===== config.mk =====
export PLATFORM = sky130hd
export DESIGN_NAME = srdr_regs
export DESIGN_NICKNAME = d
export VERILOG_FILES = /design/src/srdr_pkg.sv /design/src/srdr_slot_if.sv /design/src/srdr_slot_drive.sv /design/src/srdr_regs.sv
export SDC_FILE = /design/constraint.sdc
export NUM_CORES = 1
export LEC_CHECK = 0
export BUFFER_PORTS_ARGS = -buffer_cell sky130_fd_sc_hd__buf_2
export CORE_MARGIN = 4
export CORE_UTILIZATION = 40
export CTS_CLUSTER_DIAMETER = 80
export DETAILED_ROUTE_END_ITERATION = 8
export PLACE_DENSITY = 0.73
export SLEW_MARGIN = 10
export SYNTH_ARGS = -nofsm -noshare
export SYNTH_HDL_FRONTEND = slang
export SYNTH_SLANG_ARGS = --single-unit

===== constraint.sdc =====
create_clock -name clk_sys -period 4.04 [get_ports clk_sys]
set_input_delay 0.808 -clock clk_sys [delete_from_list [all_inputs] [get_ports clk_sys]]
set_output_delay 0.808 -clock clk_sys [all_outputs]
set_load 0.01 [all_outputs]

===== src/srdr_pkg.sv =====
//------------------------------------------------------------
// Function
// - four-bit channel 7 slot select, binary coded, slot 7 after reset
// - channel 7 drive bit: clear floats its slot, set drives it; set at reset
// - two-bit serial data pad drive level, codes 2.5/5/10/15 mA, default 2
// - two-bit second mic clock pad drive level, same code map, default 2
// - two-bit first mic clock pad drive level, same code map, default 2
// - full soft reset bit holds device and registers at reset; write-only, 0
// - partial soft reset software_reset_control operating logic, keeps registers; write-only, 0
//------------------------------------------------------------
package srdr_pkg;
	// register offsets on the control port
	localparam logic [7:0] ADDR_CH7_ROUTE = 8'h10;
	localparam logic [7:0] ADDR_PAD_DRIVE = 8'h11;
	localparam logic [7:0] ADDR_SW_RESET = 8'h12;
	// field positions
	localparam int CH7_SLOT_LSB = 4;
	localparam int CH7_DRV_BIT = 0;
	localparam int SERIAL_DS_LSB = 4;
	localparam int CLK_B_DS_LSB = 2;
	localparam int CLK_A_DS_LSB = 0;
	localparam int FULL_RST_BIT = 1;
	localparam int PART_RST_BIT = 0;
	// reset values
	localparam logic [7:0] CH7_ROUTE_RESET = 8'h71;
	localparam logic [7:0] PAD_DRIVE_RESET = 8'h2A;
	localparam logic [7:0] SW_RESET_RESET = 8'h00;
	localparam logic [3:0] CH7_SLOT_RESET = 4'h7;
	localparam logic CH7_DRV_RESET = 1'b1;
	localparam logic [1:0] DS_RESET = 2'h2;
	// drive level codes (2.5, 5, 10, 15 mA)
	typedef enum logic [1:0] {
		SRDR_DS_2P5MA = 2'b00,
		SRDR_DS_5MA = 2'b01,
		SRDR_DS_10MA = 2'b10,
		SRDR_DS_15MA = 2'b11
	} srdr_ds_t;
endpackage


===== src/srdr_slot_if.sv =====
`timescale 1ns/100ps
// slot routing signals between register bank and pin driver
interface srdr_slot_if;
	logic [3:0] slot_select;
	logic drive_enable;
	logic run;
	logic [3:0] slot_index;
	logic slot_data;
	modport ctrl (output slot_select, output drive_enable, output run,
		output slot_index, output slot_data);
	modport drv (input slot_select, input drive_enable, input run,
		input slot_index, input slot_data);
endinterface


===== src/srdr_slot_drive.sv =====
`timescale 1ns/100ps
module srdr_slot_drive (
	// clock and reset
	input wire logic clk_sys,
	input wire logic reset,
	// routing from register bank
	srdr_slot_if.drv slot,
	// serial data pin
	output logic serial_out_pin_o,
	output logic serial_out_pin_oe
);
	typedef struct packed {
		logic pin_out;
		logic pin_oe;
	} srdr_drv_state_t;

	srdr_drv_state_t st_r;
	srdr_drv_state_t st_nxt;

	// drive only in the chosen slot; floats otherwise so other talkers share the line
	always_comb begin
		st_nxt = st_r;
		st_nxt.pin_oe = slot.run && slot.drive_enable
			&& (slot.slot_index == slot.slot_select);
		st_nxt.pin_out = st_nxt.pin_oe ? slot.slot_data : 1'b0;
	end

	// one register stage aligns enable and data
	always_ff @(posedge clk_sys) begin
		if (reset) begin
			st_r <= '0;
		end else begin
			st_r <= st_nxt;
		end
	end

	assign serial_out_pin_o = st_r.pin_out;
	assign serial_out_pin_oe = st_r.pin_oe;
endmodule // srdr_slot_drive


===== src/srdr_regs.sv =====
`timescale 1ns/100ps
module srdr_regs (
	// clock and reset
	input wire logic clk_sys,
	input wire logic reset,
	// control port
	input wire logic [7:0] reg_addr,
	input wire logic [7:0] reg_wdata,
	input wire logic reg_write,
	input wire logic reg_read,
	output logic [7:0] reg_rdata,
	output logic reg_rvalid,
	// serializer slot timing
	input wire logic [3:0] slot_index,
	input wire logic slot_data,
	// serial data pin
	output logic serial_out_pin_o,
	output logic serial_out_pin_oe,
	// pad drive levels
	output logic [1:0] serial_out_drive_level,
	output logic [1:0] mic_clock_b_drive_level,
	output logic [1:0] mic_clock_a_drive_level,
	// operating logic reset
	output logic core_reset
);
	//------------------------------------------------------------
	// state
	//------------------------------------------------------------
	typedef struct packed {
		logic [3:0] ch7_slot_select;
		logic ch7_drive_enable;
		logic [1:0] serial_ds;
		logic [1:0] clk_b_ds;
		logic [1:0] clk_a_ds;
		logic full_reset;
		logic part_reset;
		logic [7:0] rdata;
		logic rvalid;
	} srdr_reg_state_t;

	srdr_reg_state_t st_r;
	srdr_reg_state_t st_nxt;
	srdr_slot_if slot_bus ();

	//------------------------------------------------------------
	// address decode
	//------------------------------------------------------------
	// one hit line per mapped offset and direction, except reads of the write-only reset register
	logic route_wr_hit;
	logic route_rd_hit;
	logic pad_wr_hit;
	logic pad_rd_hit;
	logic swrst_wr_hit;
	// settings are held at defaults while the full soft reset bit is high
	logic settings_held;
	// read words assembled with reserved bits at zero
	logic [7:0] route_word;
	logic [7:0] pad_word;

	// decoded from the level address, qualified by the strobes
	assign route_wr_hit = reg_write && (reg_addr == srdr_pkg::ADDR_CH7_ROUTE);
	assign route_rd_hit = reg_read && (reg_addr == srdr_pkg::ADDR_CH7_ROUTE);
	assign pad_wr_hit = reg_write && (reg_addr == srdr_pkg::ADDR_PAD_DRIVE);
	assign pad_rd_hit = reg_read && (reg_addr == srdr_pkg::ADDR_PAD_DRIVE);
	assign swrst_wr_hit = reg_write && (reg_addr == srdr_pkg::ADDR_SW_RESET);
	assign settings_held = st_r.full_reset;

	//------------------------------------------------------------
	// read word assembly
	//------------------------------------------------------------
	// routing word: slot in the upper nibble, drive bit at the bottom
	always_comb begin
		route_word = 8'h00;
		route_word[srdr_pkg::CH7_SLOT_LSB +: 4] = st_r.ch7_slot_select;
		route_word[srdr_pkg::CH7_DRV_BIT] = st_r.ch7_drive_enable;
	end

	// pad word: three two-bit codes, top two bits reserved
	always_comb begin
		pad_word = 8'h00;
		pad_word[srdr_pkg::SERIAL_DS_LSB +: 2] = st_r.serial_ds;
		pad_word[srdr_pkg::CLK_B_DS_LSB +: 2] = st_r.clk_b_ds;
		pad_word[srdr_pkg::CLK_A_DS_LSB +: 2] = st_r.clk_a_ds;
	end

	//------------------------------------------------------------
	// register writes and reads
	//------------------------------------------------------------
	// the reset register itself survives a full reset, else it could never be left
	always_comb begin
		st_nxt = st_r;
		// read answer is a one-cycle pulse, data zero when idle
		st_nxt.rvalid = reg_read;
		st_nxt.rdata = 8'h00;

		// soft reset bits are accepted at any time
		if (swrst_wr_hit) begin
			st_nxt.full_reset = reg_wdata[srdr_pkg::FULL_RST_BIT];
			st_nxt.part_reset = reg_wdata[srdr_pkg::PART_RST_BIT];
		end

		// settings: forced to defaults, or loaded from a write
		if (settings_held) begin
			// held at defaults; writes to settings are lost meanwhile
			st_nxt.ch7_slot_select = srdr_pkg::CH7_SLOT_RESET;
			st_nxt.ch7_drive_enable = srdr_pkg::CH7_DRV_RESET;
			st_nxt.serial_ds = srdr_pkg::DS_RESET;
			st_nxt.clk_b_ds = srdr_pkg::DS_RESET;
			st_nxt.clk_a_ds = srdr_pkg::DS_RESET;
		end else if (route_wr_hit) begin
			// reserved bits 3:1 are dropped here
			st_nxt.ch7_slot_select = reg_wdata[srdr_pkg::CH7_SLOT_LSB +: 4];
			st_nxt.ch7_drive_enable = reg_wdata[srdr_pkg::CH7_DRV_BIT];
		end else if (pad_wr_hit) begin
			// reserved bits 7:6 are dropped here
			st_nxt.serial_ds = reg_wdata[srdr_pkg::SERIAL_DS_LSB +: 2];
			st_nxt.clk_b_ds = reg_wdata[srdr_pkg::CLK_B_DS_LSB +: 2];
			st_nxt.clk_a_ds = reg_wdata[srdr_pkg::CLK_A_DS_LSB +: 2];
		end

		// reset register is write-only and reads zero, as do unmapped offsets
		// a read in the write cycle sees the old value, as st_r is used
		if (route_rd_hit) begin
			st_nxt.rdata = route_word;
		end else if (pad_rd_hit) begin
			st_nxt.rdata = pad_word;
		end
	end

	// hardware reset loads the documented defaults
	always_ff @(posedge clk_sys) begin
		if (reset) begin
			st_r.ch7_slot_select <= srdr_pkg::CH7_SLOT_RESET;
			st_r.ch7_drive_enable <= srdr_pkg::CH7_DRV_RESET;
			st_r.serial_ds <= srdr_pkg::DS_RESET;
			st_r.clk_b_ds <= srdr_pkg::DS_RESET;
			st_r.clk_a_ds <= srdr_pkg::DS_RESET;
			st_r.full_reset <= srdr_pkg::SW_RESET_RESET[srdr_pkg::FULL_RST_BIT];
			st_r.part_reset <= srdr_pkg::SW_RESET_RESET[srdr_pkg::PART_RST_BIT];
			st_r.rdata <= 8'h00;
			st_r.rvalid <= 1'b0;
		end else begin
			st_r <= st_nxt;
		end
	end

	//------------------------------------------------------------
	// outputs and slot driver
	//------------------------------------------------------------
	// operating logic stops under either soft reset or hardware reset
	assign core_reset = reset || st_r.full_reset || st_r.part_reset;
	assign reg_rdata = st_r.rdata;
	assign reg_rvalid = st_r.rvalid;
	assign serial_out_drive_level = st_r.serial_ds;
	assign mic_clock_b_drive_level = st_r.clk_b_ds;
	assign mic_clock_a_drive_level = st_r.clk_a_ds;

	// routing into the pin driver
	assign slot_bus.slot_select = st_r.ch7_slot_select;
	assign slot_bus.drive_enable = st_r.ch7_drive_enable;
	assign slot_bus.run = !(st_r.full_reset || st_r.part_reset);
	assign slot_bus.slot_index = slot_index;
	assign slot_bus.slot_data = slot_data;

	srdr_slot_drive u_drive (
		.clk_sys(clk_sys),
		.reset(reset),
		.slot(slot_bus.drv),
		.serial_out_pin_o(serial_out_pin_o),
		.serial_out_pin_oe(serial_out_pin_oe)
	);
endmodule // srdr_regs


== Word level (Yosys, flattened, before mapping) ==
Index checks and enable logic that the tools add are counted.

* Bits in registers: 24
* Input port bits: 25
* Output and inout bits: 18
* Word-level logic and storage cells: 36

* Eq/ne operators: 4
* Multiplexer cells: 2
* Bitwise operators: 3
* Reduce and logical (&&, ||, !) cells: 15

{| class="wikitable"
|+ Operators by type and width
! kind !! count
|-
| equality test 8 x 5 -> 1 bit, second input constant || 3
|-
| 2-to-1 mux 8 bit || 1
|-
| logical AND 1 bit || 7
|-
| 2-to-1 mux 6 bit || 1
|-
| equality test 4 bit || 1
|-
| OR reduction 2 bit || 2
|-
| logical OR 1 bit || 3
|-
| NOT 1 bit || 3
|-
| OR reduction 3 bit || 1
|-
| AND reduction 2 bit || 1
|-
| logical NOT 1 bit || 1
|}

== Longest topological paths before layout ==
Gate-level depths: netlist of run 1.

* Word-level depth: 6
* Gate-level depth with buffers: 4
* Depth with buffers taken out: 3

== Hierarchy ==
A second synthesis of run 1 with hierarchy kept.

* Cell total of the unflattened synthesis: 125
* Area total of the unflattened synthesis: 1,132.3 µm²

{| class="wikitable"
|+ Modules (own cells, without submodules)
! module !! instances !! cells each !! area each (µm²)
|-
| srdr_regs || 1 || 114 || 1,026.0
|-
| srdr_slot_drive || 1 || 11 || 106.4
|}

== Worst setup path before layout of run 1 ==
Ideal clock, no wire load.

* Kind: input port to output port
* Start: in reset
* End: out core_reset
* Arrival time: 1.317 ns
* Path slack: 1.915 ns
* Cell stages on the path: 3
* Path buffers: 0
* Cells stage by stage: or2_2 -> nor2_1 -> inv_1

* Longest elaborated chain between the ends: 2

{| class="wikitable"
|+ Ends and longest elaborated chain
! what !! line !! source
|-
| start, declared || srdr_regs.sv:5 || <nowiki>input wire logic reset,</nowiki>
|-
| logical OR 1 bit (2 in series) || srdr_regs.sv:151 || <nowiki>assign core_reset = reset || st_r.full_reset || st_r.part_reset;</nowiki>
|-
| end, declared || srdr_regs.sv:24 || <nowiki>output logic core_reset</nowiki>
|}

No other way between the ends.

== Final worst setup path of run 1 ==
Ends and elaborated chain as after synthesis.

==> reports/summary.txt, run 1 <==
Status = completed
Final setup viols = 0
Max_slew headroom = 25.2%
Antenna fix cells = 0
Synth Flop Type = dfxtp_1
Reg2Reg Setup Slack = 2.78 ns
IO Pins = 43
Std-Cell Rows = 18
EDFF count, synth = 0
Worst min-delay path category = reg -> reg
MaxCap Viol Count = 0
Tmin final = 2.42 ns
TNS Setup = 0 ns
Synthesized area per cell = 9.32 sq um
WL per Instance = 14.7 um
Mapped Cells = 118
Final hold vios = 0
Reg-to-Reg End = u_drive.serial_out_pin_o
CTS Root Cell = clkbuf_4
Crit end category = output port
Htree depth = 1
CP Class = in -> out
Die W = 60.4 um
Post-CTS Resized = 0
Synthesis-stage register bit count = 24
Mapped Area = 0.00110 sq mm
Post-CTS setup buffer count = 0
CP required = 3.23 ns
Critical path arrival = 1.61 ns
Clock Path Buffers = 2
Initial core utilization = 43.2%
TritonCTS clock tree = done
DR vias = 963
Skew-Pair Late Insertion Delay = 0.32 ns
Die area = 0.00365 sq mm
Top cell by count, worst path = buf_2
Area Overhead vs Synth = 15.7%
Hold path depth = 2
Mapped Nets = 143
Leak = 0.000561 uW
Post-DP HPWL = 1.97 mm
Least-Margin Pin Slew = 1.12 ns
First-pass GRT wire length = 4.10 mm
# nets final = 171
Final period util = 59.8%
DRC Markers = 0
Clock sinks = 24
GRT Total Usage = 14.7%
Yosys warns = 0
Worst path slowest cell = or2_2
Fillers = 268
Critical Path, Cell by Cell = buf_2 > or2_2 > nor2_1 > inv_1 > buf_2
Post-Route WL = 2.57 mm
PortBufs = 42
Max FO, Critical Path = 7
Largest cells by area after synthesis = dfxtp_1, buf_4, mux2i_1
Core area = 0.00254 sq mm
Number of DRC markers in iteration 0 = 29
Vias in the first global route = 962
Commonest non-fill, non-tap cell in the layout = buf_2
Number of antenna violations at the first check in global routing = 0
Worst hold start = st_r[9]
Dpl cells = 171
Die Span Y = 60.4 um
Seq/Total Area, Yosys = 43.7%
Overflow left after global routing = 0
CP peak stage delay = 0.33 ns
RSZ-0062 raised after global routing = false
Post-route ant nets = 0
Hold-critical path endpoint = st_r[9]
Routability Congestion = 0.856
Critical path startpoint category = primary input
Share of cells above drive strength 1 = 34.5%
1st-pass router iterations = 4
Non-filler cells, final = 175
VDD IR max = 209 uV
Most frequent cells in the layout = buf_2, dfxtp_1, nor4_1
Post-synth cell types = 29
Max Clock Skew = 0.00322 ns
Post-synth top area share = 43.7%
# hold bufs at CTS = 0
CTS clk-pin slew, worst paths = 0.13 ns
Via-to-Cell Ratio = 5.50
Fmax = 414 MHz
Worst Reg2Reg Path Length in Cells = 3
Power Dens Cells = 353 mW/mm^2
Fraction of registers with async set/reset = 0%
Largest area contributor in the netlist = dfxtp_1
TritonCTS buffer count = 3
Largest net degree at the start of global routing = 15
Fin. max-slew vios = 0
Reg-to-reg startpoint = slot_bus.slot_select[2]
## sequential cells by signal, summed over array words and instances, names as in the netlist
signal,count
mic_clock_a_drive_level,2
mic_clock_b_drive_level,2
reg_rdata,8
reg_rvalid,1
serial_out_drive_level,2
settings_held,1
slot_bus.drive_enable,1
slot_bus.slot_select,4
st_r,1
u_drive.serial_out_pin_o,1
u_drive.serial_out_pin_oe,1
## stage by stage
stage                     cell area, sq um  hold WS (ns)  total power (uW)  util (%)  setup slack [ns]
after floorplan                       1100         0.448               262         -              1.91
after global placement                1220         0.465               281      47.9              1.59
after detailed placement              1220         0.478               282      47.9              1.38
after CTS                             1270         0.496               451      50.0              1.62
after global routing                  1270         0.514               465      50.0              1.51
final                                 1270         0.491               450      50.0              1.62
## per-layer routing
metal  vias to the layer above  global-route usage [%]  wire length (um)
li1                        474                       -                 -
met1                       445                    18.4              1080
met2                        38                    23.6              1230
met3                         6                    2.77               206
met4                         0                    8.36                48
met5                         -                       0                 0
## final cells by class
type                    count  area (sq um)  area share (%)
flip-flops and latches     24           480            37.8
well taps                  30          37.5            2.95
repair buffers             43           218            17.1
inverters                   1          3.75           0.295
clock buffers               3          22.5            1.77
clock inverters             1          30.0            2.36
multi-input cells          73           480            37.8
## power by group
| part | internal, uW | switching (uW) | leakage, uW |
|---|---|---|---|
| clock | 100 | 72.6 | 0.0000279 |
| combinational | 16.2 | 22.7 | 0.000339 |
| sequential | 238 | 0.275 | 0.000194 |
| total | 354 | 95.5 | 0.000561 |
## kinds of logic (layout without fill, tap and decap cells)
group / Yosys count / after routing / share of synthesized area (%)
AOI/OAI and AO/OA: 22 / 22 / 11.7
xor gates and xnor gates: 4 / 4 / 3.19
buffers and inverters: 21 / 48 / 12.6
DFF: 24 / 24 / 43.7
muxes: 5 / 5 / 4.55
and+or+nand+nor: 42 / 42 / 24.2
## worst max path at each step
stage	startpoint	end	slack, ns	cells after the start
after global placement	reg_addr[5]	reg_rdata[7]	1.59	4
after detailed placement	reg_addr[5]	reg_rdata[6]	1.38	4
after global routing	reg_addr[5]	reg_rdata[6]	1.51	4
after floorplan	reset	core_reset	1.91	3
final	reset	core_reset	1.62	5
after CTS	reset	core_reset	1.62	5
## worst max-delay path: cells and delay by family
family / cells / cell delay [ns]
simple gates: 2 / 0.49
buf+inv: 3 / 0.31
## Yosys cell counts, types with 2 or more instances
cell	number
dfxtp_1	24
buf_4	14
nor4_1	8
a31oi_1	7
nor2_1	6
o21ai_1	6
and3_1	5
mux2i_1	5
nand2b_1	5
a21oi_1	4
clkbuf_1	4
nand4_1	4
o31ai_1	4
xor2_1	4
and4_1	2
nor2b_1	2
nor3b_1	2
Note: power is estimated with default switching activity, not from simulation.
==> run 2, diff against run 1 <==
--- a/config.mk
+++ b/config.mk
@@ -5,12 +5,13 @@
 export SDC_FILE = /design/constraint.sdc
 export NUM_CORES = 1
 export LEC_CHECK = 0
+export ABC_AREA = 1
 export BUFFER_PORTS_ARGS = -buffer_cell sky130_fd_sc_hd__buf_2
 export CORE_MARGIN = 4
 export CORE_UTILIZATION = 40
 export CTS_CLUSTER_DIAMETER = 80
 export DETAILED_ROUTE_END_ITERATION = 8
-export PLACE_DENSITY = 0.73
+export PLACE_DENSITY = 0.71
 export SLEW_MARGIN = 10
 export SYNTH_ARGS = -nofsm -noshare
 export SYNTH_HDL_FRONTEND = slang
==> constraint.sdc (replaced) <==
create_clock -name clk_sys -period 2.3 [get_ports clk_sys]
set_input_delay 0.46 -clock clk_sys [delete_from_list [all_inputs] [get_ports clk_sys]]
set_output_delay 0.46 -clock clk_sys [all_outputs]
set_load 0.01 [all_outputs]
==> run 2 against run 1 <==
Combinational power is 98% higher. Flip-flop and latch count did not move. Die area up 12%. Sequential share of layout area fell by 4.6 points. Wire length is 7.6% lower. Setup slack worse by 0.81 ns. Synthesized area increased by 14%. Cell count grew 43%. Design area rose by 14%. Core utilization is 2.2 points lower. Non-clock buffer count unchanged. Largest power group unchanged. Highest routed layer unchanged.
==> reports/summary.txt, run 2 <==
Status = completed
TritonCTS buffer count = 3
WL per Instance = 9.48 um
Mux cell area share after synthesis = 0%
Synthesized area per cell = 7.16 sq um
Commonest non-fill, non-tap cell in the layout = buf_2
Antenna fix cells = 0
CP Class = reg -> out
Worst min-delay path category = in -> reg
Max_slew headroom = 81.3%
CP required = 1.84 ns
Fraction of registers with async set/reset = 0%
Skew-Pair Late Insertion Delay = 0.31 ns
Max FO, Critical Path = 2
Worst hold start = slot_data
Std-Cell Rows = 20
Fin worst setup slack = 0.812 ns
Number of DRC markers in iteration 0 = 28
Most frequent cells in the layout = buf_2, inv_1, nand2_1
EDFF count, synth = 0
Mapped Nets = 200
Initial core utilization = 41.4%
Fmax = 672 MHz
Leading cell types by count after synthesis = inv_1, nand2_1, dfxtp_1
Post-synth top area share = 38.4%
Fin. max-slew vios = 0
Synthesis-stage register bit count = 24
Most numerous cell in the Yosys netlist = inv_1
Synth Flop Type = dfxtp_1
# hold bufs at CTS = 0
GRT Total Usage = 12.5%
Final setup viols = 0
Post-synth cell types = 20
VDD IR max = 210 uV
Vias in the first global route = 947
Die W = 64.0 um
CTS clk-pin slew, worst paths = 0.13 ns
Via-to-Cell Ratio = 4.29
Leak = 0.000862 uW
Largest family of logic cells by synthesized area = simple AND/OR/NAND/NOR gates
Tmin final = 1.49 ns
Largest cells by area after synthesis = dfxtp_1, inv_1, nand2_1
Synth Area in Compound Gates = 1.10%
Critical path arrival = 1.03 ns
Post-Route WL = 2.37 mm
Final hold vios = 0
Die area = 0.00409 sq mm
Largest net degree at the start of global routing = 16
Die Span Y = 64.0 um
Htree depth = 1
TritonCTS clock tree = done
Worst Reg2Reg Path Length in Cells = 6
Post-DP HPWL = 1.91 mm
Seq/Total Area, Yosys = 38.4%
Post-route ant nets = 0
# nets final = 232
Reg-to-reg startpoint = slot_bus.slot_select[1]
DR vias = 1072
Share of cells above drive strength 1 = 29.1%
Core area = 0.00303 sq mm
DRC Markers = 0
IO Pins = 43
Simple logic cell fraction of the synthesized area = 38.9%
Crit end category = output port
Clock sinks = 24
Power Dens Cells = 493 mW/mm^2
Largest area contributor in the netlist = dfxtp_1
Post-Synth XOR/XNOR Area = 1.40%
Reg-to-Reg End = u_drive.serial_out_pin_o
Hold-critical path endpoint = u_drive.serial_out_pin_o
Max Clock Skew = 0.00754 ns
Final period util = 64.7%
1st-pass router iterations = 4
Overflow left after global routing = 0
Routability Congestion = 0.853
Adder-cell share of the synthesized area = 0%
Mapped Area = 0.00125 sq mm
CTS Root Cell = clkbuf_4
Post-CTS setup buffer count = 0
Clock Path Buffers = 2
Yosys warns = 0
MaxCap Viol Count = 0
Area Overhead vs Synth = 15.6%
TNS Setup = 0 ns
PortBufs = 42
Design Power = 713 uW
RSZ-0062 raised after global routing = false
Reg2Reg Setup Slack = 1.34 ns
DP Worst Slack = 0.893 ns
Max FFs per register = 8
First-pass GRT wire length = 4.11 mm
Mapped Cells = 175
Critical path startpoint category = flip-flop
Number of antenna violations at the first check in global routing = 0
Hold path depth = 3
Post-CTS Resized = 0
Least-Margin Pin Slew = 0.281 ns
[run 2: cell types whose count changed in the layout (fill, tap and decap cells not counted), moves of 5 or more]
cell	delta
inv_1	+35
nand2_1	+31
nand3_1	+18
nor2_1	+16
nor4_1	-8
a31oi_1	-7
o21ai_1	-6
and3_1	-5
mux2i_1	-5
nand2b_1	-5
[run 2: routing by layer]
metal / wire (um) / GRT usage, % / vias to the layer above
met5: 0 / 0 / -
met4: 27 / 4.04 / 0
met3: 134 / 2.64 / 4
met2: 1040 / 19.9 / 30
met1: 1170 / 16.7 / 453
li1: - / - / 585
[run 2: worst max path at each step]
stage / startpoint / end / cells past startpoint
finish: settings_held / core_reset / 3
global route: settings_held / core_reset / 3
CTS: settings_held / core_reset / 3
detailed placement: reg_addr[3] / slot_bus.slot_select[2] / 7
global placement: reset / core_reset / 4
floorplan: reg_addr[3] / slot_bus.slot_select[1] / 6
[run 2: critical path: stages, from the launching register on]
cell and delay [ns]:
dfxtp_1 0.33, nor2_1 0.14, nand2_1 0.10, buf_2 0.15
[run 2: where the power goes]
group | switching (uW) | total (uW) | internal [uW]
sequential | 0.730 | 418 | 418
combinational | 47.6 | 76.9 | 29.3
clock | 121 | 218 | 96.6
[run 2: per-stage QoR]
| step | cell area, sq um | util [%] | hold slack, ns | instances |
|---|---|---|---|---|
| 2_1_floorplan | 1250 | - | 0.422 | 175 |
| 3_3_place_gp | 1410 | 46.6 | 0.432 | 246 |
| 3_5_place_dp | 1410 | 46.6 | 0.429 | 246 |
| 4_1_cts | 1450 | 47.8 | 0.338 | 250 |
| 5_1_grt | 1450 | 47.8 | 0.337 | 250 |
| 6_report | 1450 | 47.8 | 0.342 | 250 |
[run 2: cell families (layout without fill, tap and decap cells)]
| kind of cell | count (synthesis) | in the layout |
|---|---|---|
| XOR/XNOR | 2 | 2 |
| flip-flops | 24 | 24 |
| buffers and inverters | 53 | 84 |
| AND/OR/NAND/NOR | 94 | 94 |
| AO/OA/AOI/OAI | 2 | 2 |
[run 2: area by class of cell]
| type | instances | area [sq um] |
|---|---|---|
| clock buffer | 4 | 36.3 |
| inverter | 37 | 140 |
| timing repair buffer | 43 | 218 |
| sequential | 24 | 480 |
| multi-input combinational | 98 | 518 |
| tap | 44 | 55.1 |
| fill | 337 | 1580 |
